$ cat src/sfph_pkg.sv
/*
 * Package for the serial flash protect and hold block: command opcodes,
 * configuration bit positions, status bit positions, geometry and reset values.
 * Assumes a single-lane SPI front end sampled on core_clk.
 */
//
// Contract
// - write enable command sets the latch
// - latch cleared at reset and modifying-command end; code clears it only when the command executes, a refused one keeps it
// - protected area readable, program/erase refused
// - top start: code n guards top 2^n sectors; code 0 guards none
// - bottom start: code n guards low 2^n sectors; code 0 guards none
// - protect pin plus disable bit form hardware mode; code also needs quad mode off
// - hardware mode freezes disable and protect bits
// - modifying command needs whole-byte clock count
// - hold pauses bus only, operations continue
// - hold entry on pin fall with clock low
// - hold exit on pin rise with clock low
// - in hold: output floats, input and clock ignored
// - deselect during hold resets serial logic
// - quad bit disables hold function
// - config bit 5 picks protect start
// - config bit 1 selects quad mode
package sfph_pkg;
    // ----------------------------------------------------------------
    // command opcodes
    // ----------------------------------------------------------------
    localparam logic [7:0] SFPH_OP_WRITE_ENABLE = 8'h06;
    localparam logic [7:0] SFPH_OP_WRITE_DISABLE = 8'h04;
    localparam logic [7:0] SFPH_OP_REGISTER_WRITE = 8'h01;
    localparam logic [7:0] SFPH_OP_PAGE_PROGRAM = 8'h02;
    localparam logic [7:0] SFPH_OP_QUAD_PAGE_PROGRAM = 8'h32;
    localparam logic [7:0] SFPH_OP_SECTOR_ERASE = 8'hD8;
    localparam logic [7:0] SFPH_OP_BULK_ERASE = 8'hC7;
    localparam logic [7:0] SFPH_OP_PARAM_SMALL_ERASE = 8'h20;
    localparam logic [7:0] SFPH_OP_PARAM_DOUBLE_ERASE = 8'h40;
    localparam logic [7:0] SFPH_OP_OTP_BYTE_PROGRAM = 8'h42;
    // ----------------------------------------------------------------
    // register fields and geometry
    // ----------------------------------------------------------------
    localparam int SFPH_CFG_QUAD_BIT = 1;
    localparam int SFPH_CFG_PROT_START_BIT = 5;
    localparam int SFPH_ST_BP_LSB = 2;
    localparam int SFPH_ST_SWD_BIT = 7;
    localparam int SFPH_ADDR_W = 23;
    localparam int SFPH_SECTOR_LSB = 16;
    localparam logic [2:0] SFPH_BP_NONE = 3'h0;
    localparam logic [2:0] SFPH_BP_ALL = 3'h7;
    localparam logic [7:0] SFPH_CFG_RESET = 8'h00;
    localparam logic [7:0] SFPH_ST_RESET = 8'h00;
    localparam logic [2:0] SFPH_BIT_LAST = 3'h7;
    // ----------------------------------------------------------------
    // front end states
    // ----------------------------------------------------------------
    typedef enum logic [1:0] {SFPH_OPCODE, SFPH_ADDRESS, SFPH_PAYLOAD, SFPH_DONE} sfph_phase_t;
endpackage

$ cat src/sfph_protect_map.sv
/*
 * Sector protection decode: tells whether a 64 kB sector number lies in the
 * area guarded by the block-protect code. Pure combinational, no clock.
 */
`timescale 1ns/1ps
module sfph_protect_map (
    input wire logic [2:0] block_protect,
    input wire logic protect_start_select,
    input wire logic [6:0] sector,
    output logic is_protected
);
    // code n of 1 to 7 guards 2^n sectors; 0 guards none, 7 guards the full array
    logic [7:0] span;
    logic [6:0] from_top;
    logic in_span;
    assign span = (block_protect == sfph_pkg::SFPH_BP_ALL) ? 8'h80 : (8'h01 << block_protect);
    assign from_top = 7'h7F - sector;
    assign in_span = protect_start_select ? ({1'b0, sector} < span) : ({1'b0, from_top} < span);
    assign is_protected = (block_protect != sfph_pkg::SFPH_BP_NONE) && in_span;
endmodule

$ cat src/sfph_core.sv
/*
 * Protect and hold logic of a serial NOR flash: write enable latch,
 * block protection, hardware status lock, byte-count check and hold mode.
 * Assumes SPI mode 0 pins arrive asynchronously; the array engine outside
 * executes exec_* pulses and reports busy.
 */
`timescale 1ns/1ps
module sfph_core (
    input wire logic core_clk,
    input wire logic reset,
    input wire logic cs_n,
    input wire logic sck,
    input wire logic si,
    input wire logic hold_n,
    input wire logic write_protect_pin,
    input wire logic [7:0] cfg_in,
    input wire logic engine_busy,
    output logic so_out,
    output logic so_oe,
    output logic write_enable_latch,
    output logic status_write_disable,
    output logic [2:0] block_protect,
    output logic hardware_protection_mode,
    output logic hold_active,
    output logic exec_valid,
    output logic [7:0] exec_opcode,
    output logic [22:0] exec_addr,
    output logic cmd_rejected
);
    // ----------------------------------------------------------------
    // pin synchronisers
    // ----------------------------------------------------------------
    logic [4:0] s1_r, s2_r;
    logic sck_d_r;
    always_ff @(posedge core_clk or posedge reset) begin
        if (reset) begin
            // pins at idle, sck low, so no false clock edge follows reset
            s1_r <= 5'h17;
            s2_r <= 5'h17;
            sck_d_r <= 1'b0;
        end else begin
            s1_r <= {cs_n, sck, si, hold_n, write_protect_pin};
            s2_r <= s1_r;
            sck_d_r <= s2_r[3];
        end
    end
    wire cs_n_s = s2_r[4];
    wire sck_s = s2_r[3];
    wire si_s = s2_r[2];
    wire hold_n_s = s2_r[1];
    wire wp_s = s2_r[0];
    wire sck_rise = sck_s & ~sck_d_r;
    wire sck_fall = ~sck_s & sck_d_r;
    wire quad_mode = cfg_in[sfph_pkg::SFPH_CFG_QUAD_BIT];
    wire prot_start = cfg_in[sfph_pkg::SFPH_CFG_PROT_START_BIT];

    // ----------------------------------------------------------------
    // hold mode
    // ----------------------------------------------------------------
    logic hold_r, hold_nxt;
    // change at once while clock is low, else at next falling edge
    always_comb begin
        hold_nxt = hold_r;
        if (quad_mode || cs_n_s) begin
            hold_nxt = 1'b0;
        end else if (hold_n_s == hold_r && (!sck_s || sck_fall)) begin
            hold_nxt = ~hold_n_s;
        end
    end
    always_ff @(posedge core_clk or posedge reset) begin
        if (reset) begin
            hold_r <= 1'b0;
        end else begin
            hold_r <= hold_nxt;
        end
    end
    assign hold_active = hold_r;
    // the block shifts nothing out; output stays floating, disabled under hold too
    assign so_out = 1'b0;
    assign so_oe = 1'b0;

    // ----------------------------------------------------------------
    // serial front end
    // ----------------------------------------------------------------
    sfph_pkg::sfph_phase_t phase_r;
    logic [7:0] shift_r;
    logic [2:0] bit_r;
    logic [1:0] abyte_r;
    logic [7:0] op_r;
    logic [22:0] addr_r;
    logic [7:0] data_r;
    logic got_data_r;
    // serial clock ignored during hold, so no bit is counted
    wire take = sck_rise & ~cs_n_s & ~hold_r;
    wire [7:0] byte_in = {shift_r[6:0], si_s};
    wire byte_done = take && (bit_r == sfph_pkg::SFPH_BIT_LAST);
    wire needs_addr = (op_r == sfph_pkg::SFPH_OP_PAGE_PROGRAM) || (op_r == sfph_pkg::SFPH_OP_QUAD_PAGE_PROGRAM)
        || (op_r == sfph_pkg::SFPH_OP_SECTOR_ERASE) || (op_r == sfph_pkg::SFPH_OP_PARAM_SMALL_ERASE)
        || (op_r == sfph_pkg::SFPH_OP_PARAM_DOUBLE_ERASE) || (op_r == sfph_pkg::SFPH_OP_OTP_BYTE_PROGRAM);
    wire is_modify = needs_addr || (op_r == sfph_pkg::SFPH_OP_BULK_ERASE)
        || (op_r == sfph_pkg::SFPH_OP_REGISTER_WRITE);
    wire is_array = needs_addr || (op_r == sfph_pkg::SFPH_OP_BULK_ERASE);
    always_ff @(posedge core_clk or posedge reset) begin
        if (reset) begin
            phase_r <= sfph_pkg::SFPH_OPCODE;
            shift_r <= 8'h00;
            bit_r <= 3'h0;
            abyte_r <= 2'h0;
            op_r <= 8'h00;
            addr_r <= 23'h000000;
            data_r <= 8'h00;
            got_data_r <= 1'b0;
        end else if (cs_n_s) begin
            phase_r <= sfph_pkg::SFPH_OPCODE;
            bit_r <= 3'h0;
            abyte_r <= 2'h0;
            got_data_r <= 1'b0;
        end else if (take) begin
            shift_r <= byte_in;
            bit_r <= bit_r + 3'h1;
            if (byte_done) begin
                case (phase_r)
                    sfph_pkg::SFPH_OPCODE: begin
                        op_r <= byte_in;
                        phase_r <= sfph_pkg::SFPH_ADDRESS;
                    end
                    sfph_pkg::SFPH_ADDRESS: begin
                        if (needs_addr && abyte_r != 2'h3) begin
                            addr_r <= {addr_r[14:0], byte_in};
                            abyte_r <= abyte_r + 2'h1;
                        end else begin
                            data_r <= byte_in;
                            got_data_r <= 1'b1;
                            phase_r <= sfph_pkg::SFPH_PAYLOAD;
                        end
                    end
                    sfph_pkg::SFPH_PAYLOAD: begin
                        if (!got_data_r) begin
                            data_r <= byte_in;
                        end
                        got_data_r <= 1'b1;
                    end
                    default: begin
                        phase_r <= sfph_pkg::SFPH_DONE;
                    end
                endcase
            end
        end
    end

    // ----------------------------------------------------------------
    // command completion at deselect
    // ----------------------------------------------------------------
    logic cs_n_d_r;
    always_ff @(posedge core_clk or posedge reset) begin
        if (reset) begin
            cs_n_d_r <= 1'b1;
        end else begin
            cs_n_d_r <= cs_n_s;
        end
    end
    wire cs_rise = cs_n_s & ~cs_n_d_r;
    wire op_seen = (phase_r != sfph_pkg::SFPH_OPCODE);
    // a deselect inside hold aborts the command instead of finishing it
    wire ended = cs_rise & op_seen & ~hold_r;
    wire whole_bytes = (bit_r == 3'h0);
    wire addr_ok = !needs_addr || (abyte_r == 2'h3);
    wire [6:0] sector = addr_r[22:16];
    logic sector_prot;
    sfph_protect_map u_map (
        .block_protect(block_protect),
        .protect_start_select(prot_start),
        .sector(sector),
        .is_protected(sector_prot)
    );
    wire bulk_blocked = (op_r == sfph_pkg::SFPH_OP_BULK_ERASE) && (block_protect != sfph_pkg::SFPH_BP_NONE);
    wire area_blocked = (needs_addr && sector_prot) || bulk_blocked;
    wire go = ended && is_modify && whole_bytes && addr_ok
        && write_enable_latch && !engine_busy
        && !(is_array && area_blocked);
    wire wr_reg = go && (op_r == sfph_pkg::SFPH_OP_REGISTER_WRITE) && got_data_r;
    wire hw_mode = status_write_disable & ~wp_s & ~quad_mode;
    assign hardware_protection_mode = hw_mode;

    // ----------------------------------------------------------------
    // latch, status bits and execute strobe
    // ----------------------------------------------------------------
    logic wel_r, wel_nxt;
    logic swd_r;
    logic [2:0] bp_r;
    always_comb begin
        wel_nxt = wel_r;
        if (ended && whole_bytes && op_r == sfph_pkg::SFPH_OP_WRITE_ENABLE) begin
            wel_nxt = 1'b1;
        end else if (go || (ended && whole_bytes && op_r == sfph_pkg::SFPH_OP_WRITE_DISABLE)) begin
            wel_nxt = 1'b0;
        end
    end
    always_ff @(posedge core_clk or posedge reset) begin
        if (reset) begin
            wel_r <= 1'b0;
            swd_r <= sfph_pkg::SFPH_ST_RESET[sfph_pkg::SFPH_ST_SWD_BIT];
            bp_r <= sfph_pkg::SFPH_ST_RESET[sfph_pkg::SFPH_ST_BP_LSB +: 3];
            exec_valid <= 1'b0;
            exec_opcode <= 8'h00;
            exec_addr <= 23'h000000;
            cmd_rejected <= 1'b0;
        end else begin
            wel_r <= wel_nxt;
            // hardware mode leaves the lock and protect bits untouched
            if (wr_reg && !hw_mode) begin
                swd_r <= data_r[sfph_pkg::SFPH_ST_SWD_BIT];
                bp_r <= data_r[sfph_pkg::SFPH_ST_BP_LSB +: 3];
            end
            exec_valid <= go;
            exec_opcode <= op_r;
            exec_addr <= addr_r;
            cmd_rejected <= ended && is_modify && !go;
        end
    end
    assign write_enable_latch = wel_r;
    assign status_write_disable = swd_r;
    assign block_protect = bp_r;
endmodule

$ cat config.mk
export PLATFORM = sky130hd
export DESIGN_NAME = sfph_core
export DESIGN_NICKNAME = d
export VERILOG_FILES = /design/src/sfph_pkg.sv /design/src/sfph_protect_map.sv /design/src/sfph_core.sv
export SDC_FILE = /design/constraint.sdc
export NUM_CORES = 1
export LEC_CHECK = 0
export ABC_AREA = 1
export BUFFER_PORTS_ARGS = -buffer_cell sky130_fd_sc_hd__buf_4
export CORE_MARGIN = 3
export CORE_UTILIZATION = 50
export CTS_BUF_LIST = sky130_fd_sc_hd__clkbuf_2
export DETAILED_ROUTE_END_ITERATION = 7
export GPL_TIMING_DRIVEN = 0
export HOLD_SLACK_MARGIN = 0.06
export PLACE_DENSITY = 0.74
export SETUP_SLACK_MARGIN = 0.2
export SLEW_MARGIN = 20
export SYNTH_ARGS = -nofsm -noshare
export SYNTH_HDL_FRONTEND = slang
export SYNTH_HIERARCHICAL = 1
export SYNTH_SLANG_ARGS = --single-unit
$ cat constraint.sdc
create_clock -name core_clk -period 3.1 [get_ports core_clk]
set_input_delay 0.465 -clock core_clk [delete_from_list [all_inputs] [get_ports core_clk]]
set_output_delay 0.465 -clock core_clk [all_outputs]
set_load 0.05 [all_outputs]
## After elaboration in Yosys (flattened, before gate mapping)

Cells that the tools add are included.

- Output and inout bits: 42
- Word-level logic and storage cells: 147
- Flip-flop bits (word level): 105
- Bits of input ports: 16

- Equality and inequality tests: 21
- Bitwise gates (word level): 17
- Reduce and logical (&&, ||, !) cells: 57
- Magnitude comparators: 2
- $add $sub $neg: 3
- Shift-type cells: 1
- Muxes and demuxes: 26

Operator list:

| kind | number |
|---|---|
| 8-bit 2-to-1 mux | 3 |
| 1-bit logical AND | 20 |
| 2-bit 2-to-1 mux | 9 |
| 8-bit by 3-bit == test with 1-bit output, second input constant | 2 |
| 8-bit by 6-bit == test with 1-bit output, second input constant | 2 |
| 8-bit by 7-bit == test with 1-bit output, second input constant | 2 |
| 8-bit == test, second input constant | 2 |
| 7-bit by 8-bit < comparator with 1-bit output | 2 |
| 8-bit case mux with 2 select lines | 1 |
| 4-bit AND reduction | 4 |
| 2-bit nonzero test | 8 |
| 1-bit logical OR | 12 |
| 1-bit bitwise AND | 9 |
| 1-bit 2-to-1 mux | 9 |
| 8-bit by 1-bit == test with 1-bit output, second input constant | 1 |
| 8-bit by 2-bit == test with 1-bit output, second input constant | 1 |
| 2-bit != test, second input constant | 4 |
| 1-bit NOT | 8 |
| 1-bit by 3-bit left shift with 8-bit output, first input constant | 1 |
| 7-bit subtractor, first input constant | 1 |
| 3-bit == test, second input constant | 2 |
| 1-bit zero test | 6 |
| 3-bit 2-to-1 mux | 2 |
| 2-bit case mux with 3 select lines | 1 |
| other kinds (13) | 15 |

## Depth between registers and ports, before layout

Gate-level depths: netlist of the first run.

- Word-level depth: 17
- Mapped depth: 19
- Depth with buffers taken out: 19

## Hierarchy

Netlist of the first run, hierarchy kept.

Modules (own cells, without submodules):

| module | times used | seq. area each (µm²) | area each (µm²) | cells each |
|---|---|---|---|---|
| sfph_core | 1 | 2,538.7 | 3,779.9 | 361 |
| sfph_protect_map | 1 | 0.0 | 434.2 | 72 |

## Least setup slack after synthesis of the first run

OpenSTA, ideal clock, no wires.

- Path kind: reg2reg
- Start: register bp_r[1], in the netlist block_protect[1]
- End: register bp_r[0], in the netlist block_protect[0]
- Setup slack: 369 ps
- Arrival time: 2,611 ps
- Clock period less this slack: 2,731 ps
- Setup time: 120 ps
- Required time: 2,980 ps
- Buffers on the path: 0
- Stages on the path, launching flop included: 13
- Cells stage by stage: dfrtp_1 > nand3_1 > ha_1 > or2_1 > nor3b_1 > nand2_1 > a21oi_1 > nor2_1 > or2_2 > a21oi_1 > nand3_1 > nand2_1 > nand2_1

- Word-level cells in the longest chain between the ends: 13
- Elaborated cells on any way between the ends: 17
- Classes of those cells: 2 x order compare; 1 x eq/ne; 1 x shift; 2 x mux; 11 x reduce/logical

Ends and longest elaborated chain:

| element | RTL line | text |
|---|---|---|
| start, declared | sfph_core.sv:190 | `logic [2:0] bp_r;` |
| start signal, assigned | sfph_core.sv:203 | `bp_r <= sfph_pkg::SFPH_ST_RESET[sfph_pkg::SFPH_ST_BP_LSB +: 3];` |
| start signal, assigned | sfph_core.sv:213 | `bp_r <= data_r[sfph_pkg::SFPH_ST_BP_LSB +: 3];` |
| 3-bit == test or 1-bit by 3-bit left shift with 8-bit output (tied branches) | sfph_protect_map.sv:16 | `assign span = (block_protect == sfph_pkg::SFPH_BP_ALL) ? 8'h80 : (8'h01 << block_protect);` |
| 8-bit 2-to-1 mux | sfph_protect_map.sv:16 |  |
| 7-bit by 8-bit < comparator with 1-bit output | sfph_protect_map.sv:18 | `assign in_span = protect_start_select ? ({1'b0, sector} < span) : ({1'b0, from_top} < span);` |
| 1-bit 2-to-1 mux | sfph_protect_map.sv:18 |  |
| 1-bit logical AND * | sfph_protect_map.sv:19 | `assign is_protected = (block_protect != sfph_pkg::SFPH_BP_NONE) && in_span;` |
| net sector_prot | sfph_core.sv:169 | `logic sector_prot;` |
| 1-bit logical AND * | sfph_core.sv:177 | `wire area_blocked = (needs_addr && sector_prot) \|\| bulk_blocked;` |
| 1-bit logical OR * | sfph_core.sv:177 |  |
| 1-bit logical AND * | sfph_core.sv:180 | `&& !(is_array && area_blocked);` |
| 1-bit zero test * | sfph_core.sv:180 |  |
| 1-bit logical AND * | sfph_core.sv:180 |  |
| 1-bit logical AND * (2 in a row) | sfph_core.sv:181 | `wire wr_reg = go && (op_r == sfph_pkg::SFPH_OP_REGISTER_WRITE) && got_data_r;` |
| 1-bit logical AND * | sfph_core.sv:211 | `if (wr_reg && !hw_mode) begin` |

The timed path passes the listed nets; every way through them passes the cells marked *.
A chain may end at the register's enable or synchronous reset.

## Worst setup path in the final report of the first run

- Start: register bp_r[0], in the netlist block_protect[0]
- End: register swd_r, in the netlist status_write_disable

- Word-level cells in the longest chain between the ends: 13
- Elaborated cells on any way between the ends: 17
- Classes of those cells: 2 x order compare; 1 x eq/ne; 1 x shift; 2 x mux; 11 x reduce/logical

Ends and longest elaborated chain:

| element | RTL line | text |
|---|---|---|
| 3-bit == test or 1-bit by 3-bit left shift with 8-bit output (tied branches) | sfph_protect_map.sv:16 |  |
| 8-bit 2-to-1 mux | sfph_protect_map.sv:16 |  |
| 7-bit by 8-bit < comparator with 1-bit output | sfph_protect_map.sv:18 |  |
| 1-bit 2-to-1 mux | sfph_protect_map.sv:18 |  |
| 1-bit logical AND * | sfph_protect_map.sv:19 |  |
| net sector_prot | sfph_core.sv:169 |  |
| 1-bit logical AND * | sfph_core.sv:177 |  |
| 1-bit logical OR * | sfph_core.sv:177 |  |
| 1-bit logical AND * | sfph_core.sv:180 |  |
| 1-bit zero test * | sfph_core.sv:180 |  |
| 1-bit logical AND * | sfph_core.sv:180 |  |
| 1-bit logical AND * (2 in a row) | sfph_core.sv:181 |  |
| 1-bit logical AND * | sfph_core.sv:211 |  |
| end signal, assigned | sfph_core.sv:202 | `swd_r <= sfph_pkg::SFPH_ST_RESET[sfph_pkg::SFPH_ST_SWD_BIT];` |
| end signal, assigned | sfph_core.sv:212 | `swd_r <= data_r[sfph_pkg::SFPH_ST_SWD_BIT];` |
| end, declared | sfph_core.sv:189 | `logic swd_r;` |

Marked as above.

==> impl_metrics.ini, run 1 <==
[cts]
path_clk_slew_ns = 0.30
cts_max_level = 3
cts_buffer_depth = 2
clock-sinks = 101
cts_tree = yes
cts_buffers = 9
cts-root-buf = clkbuf_2
worstSkewPairLatency_ns = 0.57

[synthesis]
synth-seq-area-share_pct = 60.24
syn_inst = 433
ys_warn_count = 6
synth.most_common_cell = nand2_1
synth_top_cell_area_share_pct = 54.63
synthFlopType = dfrtp_1
synth_seq_cells = 101
netlist_area_um2 = 4214
synth.distinct_cells = 35
ys_top_cells_by_area = dfrtp_1 (55%), nand2_1 (9.2%), dfstp_2 (5.6%)
yosys-top-cells-count = nand2_1 (103), dfrtp_1 (92), inv_1 (63)
ys_async_sr_fraction_pct = 100.0
synth_edf_count = 0
yosys.area.top_type = dfrtp_1
avgSynthCellArea_um2 = 9.732

[power]
intPower_uw = 1539
fin_total_pwr_uw = 2124
p_comb_share_pct = 5.8
p_clk_share_pct = 29.3
p_switching_uw = 585.0
peakVddDrop_mv = 0.2308
p_seq_share_pct = 65.0
power_density_nw_per_um2 = 424.7
swShare_pct = 27.54
power.leakage_uw = 0.002552

[worst_setup_path]
critPathTopFamily = simple AND/OR/NAND/NOR gates
cp_slowest_stage_delay_ns = 0.54
path_buf_inv = 0
crit_chain = nor2_2 -> nand2_1 -> ha_1 -> or2_1 -> nor3_1 -> nand2_1 -> nand2_1 -> nand2_1 -> nand2_1 -> nor2_1 -> or2_2 -> a21oi_2 -> nand3_2 -> nand2_1 -> nand2_1
crit_top_cell = nand2_1
path_class = reg -> reg
cpMaxStageDelayCell = dfrtp_2
critPathRequiredTime_ns = 3.59
crit_fanout = 8
crit_arrival_ns = 3.18
cp-start-kind = flip-flop
endpoint_kind = flip-flop

[finish]
area_delta_synth_final_pct = 18.68
diodes = 0
fin_nets = 538
drive_above_1_share_pct = 22.94

[global_route]
grt_pass1_wl_um = 14090
grtUsageMet1_pct = 24.91
grt_max_degree = 35
antenna_found_initial = 0
grt_pass1_vias = 2942
met3_usage_pct = 2.643
grtUsageMet2_pct = 29.26
grt_overflow = 0
grt_usage_pct = 18.20
grt_busiest_layer = met2

[status]
outcome = finished, final reports clean

[place]
hpwl_um = 6160
port_buffers = 49
place_congestion = 0.9193

[route]
routedWlPerCell_um = 13.50
drc_errors = 0
drtIter0Drc = 170
postRouteAntennaNets = 0
via_per_inst = 4.995
wl_um = 8259
num_vias = 3057
drt-pass1-iter-count = 5

[floorplan]
start_util_pct = 52.89
num_rows = 32
io_pins = 58
fp.dieH_um = 97.81
fp.dieW_um = 97.81
core_area_um2 = 7968
dieArea_um2 = 9566

[job]
maxCapViolations = 0

[timing]
fin_setup_tns_ns = 0
finalSetupViolations = 0
final_max_slew_viol_count = 0
skew_ns = 0.03671
slew_headroom_pct = 62.58
hold_violations = 0
rsz0062_at_grt = yes
fin_crit_sh_pct = 86.69
post-route-min-period_ns = 2.687
max_clock_freq_mhz = 372.1
worst_pin_slew_ns = 0.5598

[min_path]
hold_path.class = in -> reg
[stage by stage]
| stage | cell area, um^2 | instances | hold slack (ns) | utilization (%) | setup WS (ns) |
|---|---|---|---|---|---|
| floorplan | 4222 | 434 | 0.3312 | - | 0.3689 |
| global placement | 4717 | 585 | 0.3320 | 59.20 | 0.4115 |
| detailed placement | 4785 | 588 | 0.3347 | 60.05 | 0.3663 |
| CTS | 4976 | 611 | 0.2387 | 62.45 | 0.2955 |
| global route | 5001 | 612 | 0.3080 | 62.77 | 0.1573 |
| finish | 5001 | 612 | 0.2938 | 62.77 | 0.4125 |
[what timing repair did]
item | in CTS | in global routing
resized for setup | 0 | 5
setup buffers | 0 | 1
hold endpoints to repair | 23 | 0
setup endpoints to repair | 0 | 6
hold buffers | 7 | 0
[layer usage]
layer  share of wire [%]  wire length [um]  vias to the layer above
met5                   0                 0                        -
met2                  51              4183                       70
li1                    -                 -                     1510
met4                 1.4               112                        0
met3                 3.5               291                       12
met1                  44              3672                     1465
[final cells by class]
type	instances	area (um^2)
multi-input combinational	253	1359
sequential	101	2540
inverter	71	272.8
buffer	9	67.56
timing repair buffer	60	513.0
tap	102	127.6
clock inverter	7	76.32
fill	653	2967
clock buffer	9	45.04
[cell usage in the layout (no fill, tap or decap), types with 2 or more instances in the layout]
cell type      netlist  routed
a21oi_1              6       5
buf_12               0       2
buf_2                3       3
buf_4                2      52
buf_6                3       3
clkbuf_2             0       9
clkinv_4             0       2
conb_1               1       2
dfrtp_1             92      91
dfstp_2              9       9
dlygate4sd3_1        0       7
ha_1                17      17
inv_1               63      62
inv_2                7       7
inv_8                0       3
nand2_1            103     103
nand3_1             25      24
nand3_2              2       3
nand4_1              4       4
nor2_1              24      23
nor2_2               4       4
nor3_1               3       3
nor3b_1              3       3
o21ai_0             24      24
o21ai_1             16      16
o21ai_2              6       6
o31ai_1              2       2
or2_1                2       2
[final timing paths]
check / startpoint / to / slack [ns] / cells after the start
setup reg to reg: block_protect[0]$_DFFE_PP0P_ / status_write_disable$_DFFE_PP0P_ / 0.41 / 15
hold reg to reg: s1_r[0]$_DFF_PP1_ / s2_r[0]$_DFF_PP1_ / 0.35 / 0
min in group asynchronous: reset / exec_addr[1]$_DFF_PP0_ / 0.45 / 3
max in group asynchronous: reset / s1_r[0]$_DFF_PP1_ / 2.11 / 4
hold / removal: engine_busy / cmd_rejected$_DFF_PP0_ / 0.29 / 5
setup / recovery: block_protect[0]$_DFFE_PP0P_ / status_write_disable$_DFFE_PP0P_ / 0.41 / 15
[registers in the layout, summed over array words and instances, names as in the netlist, 2 cells and up]
register / flops
abyte_r: 2
addr_r: 23
bit_r: 3
block_protect: 3
data_r: 4
exec_addr: 23
exec_opcode: 8
op_r: 8
phase_r: 2
s1_r: 5
s2_r: 5
shift_r: 7
[kinds of logic after synthesis]
family | count (synthesis) | share of synthesized area [%]
buffers and inverters | 80 | 7.987
and+or+nand+nor | 177 | 19.03
AOI/OAI and AO/OA | 57 | 7.601
other | 1 | 0.08899
DFF | 101 | 60.24
adders and majority gates | 17 | 5.047
[power by group through the flow]
stage	Clock [uW]	Sequential, uW	Combinational [uW]
6_report	621	1380	123
5_1_grt	693	1380	140
4_1_cts	638	1380	123
3_5_place_dp	0	1400	116
3_3_place_gp	0	1400	101
2_1_floorplan	0	1390	70.4
[worst reg2reg max path, delay by kind of cell (launching register included)]
| kind | cells | cell delay [ns] |
|---|---|---|
| AND/OR/NAND/NOR | 13 | 1.59 |
| flip-flops | 1 | 0.54 |
| adder cells (fa/ha/maj) | 1 | 0.30 |
| AO/OA/AOI/OAI | 1 | 0.20 |
(Power assumes the default switching activity.)
==> run 2: changes to the inputs <==
Settings changed: PLACE_DENSITY 0.74 to not set, PLACE_DENSITY_LB_ADDON set to 0.08.
==> run 2 against run 1 <==
Combinational power hardly changed. Clock power down 3.2%. Utilization increased by 0.24 points. Critical path type unchanged. Non-clock buffer count increased by 2. Maximum frequency grew 1.2%. Final area up 0.38%.
==> impl_metrics.ini, run 2 (synthesis results as in run 1) <==
[status]
outcome = finished, final reports clean

[timing]
post-route-min-period_ns = 2.656
final_max_slew_viol_count = 0
finalSetupViolations = 0
fin_setup_tns_ns = 0
fin_crit_sh_pct = 85.69
hold_violations = 0
max_clock_freq_mhz = 376.4
skew_ns = 0.01970
fin_ws_ns = 0.4436
fin_hold_ws_ns = 0.3018
rsz0062_at_grt = no

[route]
dr_wl_met3_um = 405
routedWlPerCell_um = 13.26
wl_um = 8142
num_vias = 3025
routed.top_layer = met4
via_per_inst = 4.927
drt-met1-wl_um = 3806
drt-pass1-iter-count = 4
drc_errors = 0
dr_wl_met2_um = 3806
postRouteAntennaNets = 0
drtIter0Drc = 108

[finish]
final_common_cell = nand2_1
area_delta_synth_final_pct = 19.12
fin_nets = 540
reg_top3 = addr_r: 23 flops, exec_addr: 23 flops
layout_common_cells = nand2_1 (103), dfrtp_1 (89), inv_1 (62), buf_4 (54)
drive_above_1_share_pct = 23.44
diodes = 0

[global_route]
grt_max_degree = 36
grt_usage_pct = 18.07
grt_pass1_wl_um = 13820
antenna_found_initial = 0
grt_pass1_vias = 2826
grt_overflow = 0

[worst_setup_path]
crit_arrival_ns = 3.13
r2r_start = block_protect[1]$_DFFE_PP0P_
crit_fanout = 7
reg2reg_to = block_protect[2]$_DFFE_PP0P_
crit_start = block_protect[1]$_DFFE_PP0P_
endpoint = block_protect[2]$_DFFE_PP0P_
endpoint_kind = flip-flop
critPathRequiredTime_ns = 3.57
worst-r2r-cell-count = 14
cp-start-kind = flip-flop
path_class = reg -> reg
r2r_slack_ns = 0.44

[power]
p_switching_uw = 517.7
peakVddDrop_mv = 0.2396
power_density_nw_per_um2 = 419.4
p_seq_share_pct = 65.6
intPower_uw = 1588
p_comb_share_pct = 5.9
power.leakage_uw = 0.002555
p_clk_share_pct = 28.5
swShare_pct = 24.59

[place]
port_buffers = 49
place_congestion = 0.8166
pre_cts_slack_ns = 0.3271
hpwl_um = 6174

[cts]
clock-sinks = 101
cts_tree = yes
cts_max_level = 3
worstSkewPairLatency_ns = 0.52
cts-root-buf = clkbuf_2
cts_buffers = 9
cts_buffer_depth = 2
path_clk_slew_ns = 0.23

[job]
maxCapViolations = 0

[floorplan]
io_pins = 58
dieArea_um2 = 9566
fp.dieH_um = 97.81
num_rows = 32
fp.dieW_um = 97.81
core_area_um2 = 7968
start_util_pct = 52.89

[min_path]
worstHoldPathCells = 5
hold_path.class = in -> reg
-- run 2: layout make-up --
type	count	area [um^2]
fillers	657	2948
flip-flops and latches	101	2542
multi-input cells	253	1369
repair buffers	62	528.0
inverters	71	272.8
well taps	102	127.6
plain buffers	9	67.56
clock inverters	6	62.56
clock buffers	10	50.05
-- run 2: critical path, cell delays in order (launching register included) --
cell and delay, ns:
dfrtp_2 0.52, buf_4 0.15, nand3_1 0.11, ha_1 0.33
or2_1 0.24, nor3b_1 0.20, nand2_1 0.08, a21oi_1 0.13
nor2_1 0.07, or2_2 0.31, nand2_1 0.07, nand2_1 0.08
nor2_4 0.14, nand3_1 0.09, nand2_1 0.08
-- run 2: worst min path at each step --
stage                            from                      to  slack (ns)
floorplan           s1_r[3]$_DFF_PP0_       s2_r[3]$_DFF_PP0_        0.33
global placement    s1_r[3]$_DFF_PP0_       s2_r[3]$_DFF_PP0_        0.33
detailed placement  s1_r[3]$_DFF_PP0_       s2_r[3]$_DFF_PP0_        0.34
CTS                       engine_busy  cmd_rejected$_DFF_PP0_        0.25
global route              engine_busy  cmd_rejected$_DFF_PP0_        0.28
finish                    engine_busy  cmd_rejected$_DFF_PP0_        0.30
-- run 2: repair_timing --
action / CTS / global route
endpoints found under the setup margin: 0 / 6
hold endpoints to repair: 14 / 0
setup buffers: 0 / 3
hold buffers: 7 / 0
gates resized for setup: 0 / 9
-- run 2: power by group through the flow --
stage          clock network (uW)  logic (uW)  registers (uW)
6_report                      601         124            1380
5_1_grt                       676         142            1390
4_1_cts                       630         125            1380
3_5_place_dp                    0         117            1400
3_3_place_gp                    0         105            1400
2_1_floorplan                   0        70.4            1390
-- run 2: metal layers --
metal	GRT usage (%)	vias to the layer above
met5	0	-
li1	-	1507
met2	28.20	75
met1	25.89	1432
met4	6.390	0
met3	2.929	11
-- run 2: through the flow --
| step | power [uW] | instances | instance area [um^2] | utilization (%) |
|---|---|---|---|---|
| 4_1_cts | 2136 | 611 | 4967 | 62.34 |
| 3_5_place_dp | 1520 | 588 | 4785 | 60.05 |
| 6_report | 2105 | 614 | 5020 | 63.00 |
| 5_1_grt | 2204 | 614 | 5020 | 63.00 |
| 3_3_place_gp | 1507 | 585 | 4717 | 59.20 |
| 2_1_floorplan | 1465 | 434 | 4222 | - |
==> run 3: changes to the inputs <==
Clock period 3.1 ns to 2.15 ns, I/O delays scaled along.
==> run 3 against run 2 <==
The flow now finishes with violations (setup timing). Clock-buffer cell count unchanged. Sequential share of layout area decreased by 4.0 points. Final area increased by 8.8%. Non-clock buffer count increased by 23. Routed wire length increased by 12%. Cell count increased by 3.7%. Via count increased by 5.6%. Register-to-register slack got worse by 0.75 ns. First-iteration DRC count increased by 51%. Clock power increased by 86%. Utilization increased by 5.6 points. Total power increased by 56%.
==> impl_metrics.ini, run 3 (synthesis results as in run 1) <==
[worst_setup_path]
cp-start-kind = flip-flop
endpoint_kind = flip-flop
cpMaxStageDelayCell = dfrtp_2
cp_slowest_stage_delay_ns = 0.57
crit_fanout = 6
path_class = reg -> reg
crit_top_cell = nand2_1
path_buf_inv = 2
crit_arrival_ns = 2.97
crit_chain = buf_6 -> nand3_2 -> ha_4 -> nand2_1 -> inv_2 -> nand2_1 -> nand2_1 -> nand2_1 -> a21oi_2 -> nor2_1 -> or2_4 -> nand2_2 -> nand2_2 -> nor2_4 -> nand3_1 -> nand2_1
critPathRequiredTime_ns = 2.66
critPathTopFamily = simple AND/OR/NAND/NOR gates

[global_route]
antenna_found_initial = 0
grt_pass1_vias = 3131
grt_pass1_wl_um = 14990
grt_overflow = 0
grt_max_degree = 37
grt_usage_pct = 19.55

[status]
outcome = complete, but fails checks
violations = setup timing

[cts]
worstSkewPairLatency_ns = 0.56
cts_buffers = 9
cts_buffer_depth = 2
path_clk_slew_ns = 0.25
cts-root-buf = clkbuf_2
cts_tree = yes
cts_max_level = 3
clock-sinks = 101

[finish]
post-route-util_pct = 68.56
final_common_cell = nand2_1
area_delta_synth_final_pct = 29.63
fill_cells = 626
drive_above_1_share_pct = 32.71
reg_top3 = addr_r: 23 flops, exec_addr: 23 flops
fin_nets = 563
layout.cells.non_filler = 637
diodes = 0
layout_common_cells = nand2_1 (99), dfrtp_1 (83), buf_4 (74), inv_1 (60), o21ai_0 (23)

[route]
postRouteAntennaNets = 0
num_vias = 3193
drt-pass1-iter-count = 4
drtIter0Drc = 163
via_per_inst = 5.013
routedWlPerCell_um = 14.31
drc_errors = 0
wl_um = 9114

[timing]
max_clock_freq_mhz = 406.6
worst_pin_slew_ns = 0.6152
fin_hold_ws_ns = 0.1811
post-route-min-period_ns = 2.459
hold_violations = 0
fin_ws_ns = -0.3094
slew_headroom_pct = 58.88
final_max_slew_viol_count = 0
rsz0062_at_grt = yes
fin_crit_sh_pct = 114.4
fin_setup_tns_ns = -1.613
finalSetupViolations = 7
skew_ns = 0.03350

[power]
power_density_nw_per_um2 = 602.6
fin_total_pwr_uw = 3292
power.leakage_uw = 0.002704
peakVddDrop_mv = 0.6170

[floorplan]
core_area_um2 = 7968
num_rows = 32
fp.dieW_um = 97.81
io_pins = 58
fp.dieH_um = 97.81
dieArea_um2 = 9566
start_util_pct = 52.89

[place]
port_buffers = 49
place_congestion = 0.8695
placedCellCount = 588
hpwl_um = 6335

[min_path]
hold_path.class = in -> reg

[job]
maxCapViolations = 0
==> run 3: cell count changes in the layout (fill, tap and decap cells not counted), moves of 3 or more <==
cell     change
buf_4       +20
dfrtp_1      -6
dfrtp_2      +6
ha_1         -7
ha_4         +7
nand2_1      -4
nand2_2      +3
nand3_1      -7
nand3_2      +4
nand3_4      +3
==> run 3: area by class of cell <==
type,instances,area [um^2],area share (%)
clock buffers,10,50.05,0.9162
well taps,102,127.6,2.336
multi-input cells,253,1558,28.52
plain buffers,9,67.56,1.237
flip-flops and latches,101,2550,46.68
clock inverters,6,111.4,2.038
repair buffers,85,720.7,13.19
inverters,71,277.8,5.085
==> run 3: final timing paths <==
kind	from	to	slack, ns	depth (start not counted)
setup / recovery	block_protect[0]$_DFFE_PP0P_	block_protect[2]$_DFFE_PP0P_	-0.31	16
hold / removal	engine_busy	cmd_rejected$_DFF_PP0_	0.18	5
setup reg to reg	block_protect[0]$_DFFE_PP0P_	block_protect[2]$_DFFE_PP0P_	-0.31	16
hold reg to reg	s1_r[0]$_DFF_PP1_	s2_r[0]$_DFF_PP1_	0.36	0
max in group asynchronous	reset	s1_r[0]$_DFF_PP1_	1.10	5
min in group asynchronous	reset	exec_addr[0]$_DFF_PP0_	0.31	3
==> run 3: repair_timing <==
action | in CTS | in global routing
setup endpoints to repair | 7 | 44
hold endpoints to repair | 27 | 0
hold buffers | 7 | 0
setup buffers | 11 | 15
pin swaps | 9 | 7
resized for setup | 13 | 20
==> run 3: through the flow <==
step / worst slack (ns) / cell area [um^2]
floorplan: -0.2452 / 4299
global placement: -0.2946 / 4795
detailed placement: -0.3669 / 4862
CTS: -0.2370 / 5260
global route: -0.4592 / 5463
finish: -0.3094 / 5463
==> run 3: worst register-to-register path, delay by kind of cell, from the launching register on <==
kind / cells / cell delay [ns]
flops: 1 / 0.57
buf+inv: 2 / 0.23
simple gates: 12 / 1.22
compound gates: 1 / 0.13
fa+ha+maj: 1 / 0.30
==> run 3: metal layers <==
layer | wire [um] | vias to the layer above | share of wire, % | global-route usage (%)
met5 | 0 | - | 0 | 0
met4 | 225 | 0 | 2.5 | 7.774
met3 | 400 | 21 | 4.4 | 2.643
met2 | 4415 | 74 | 48 | 31.84
met1 | 4073 | 1540 | 45 | 26.75
li1 | - | 1558 | - | -
==> run 3: power breakdown <==
part	switching, uW	internal [uW]
combinational	116	63.4
clock	615	509
sequential	33.2	1960
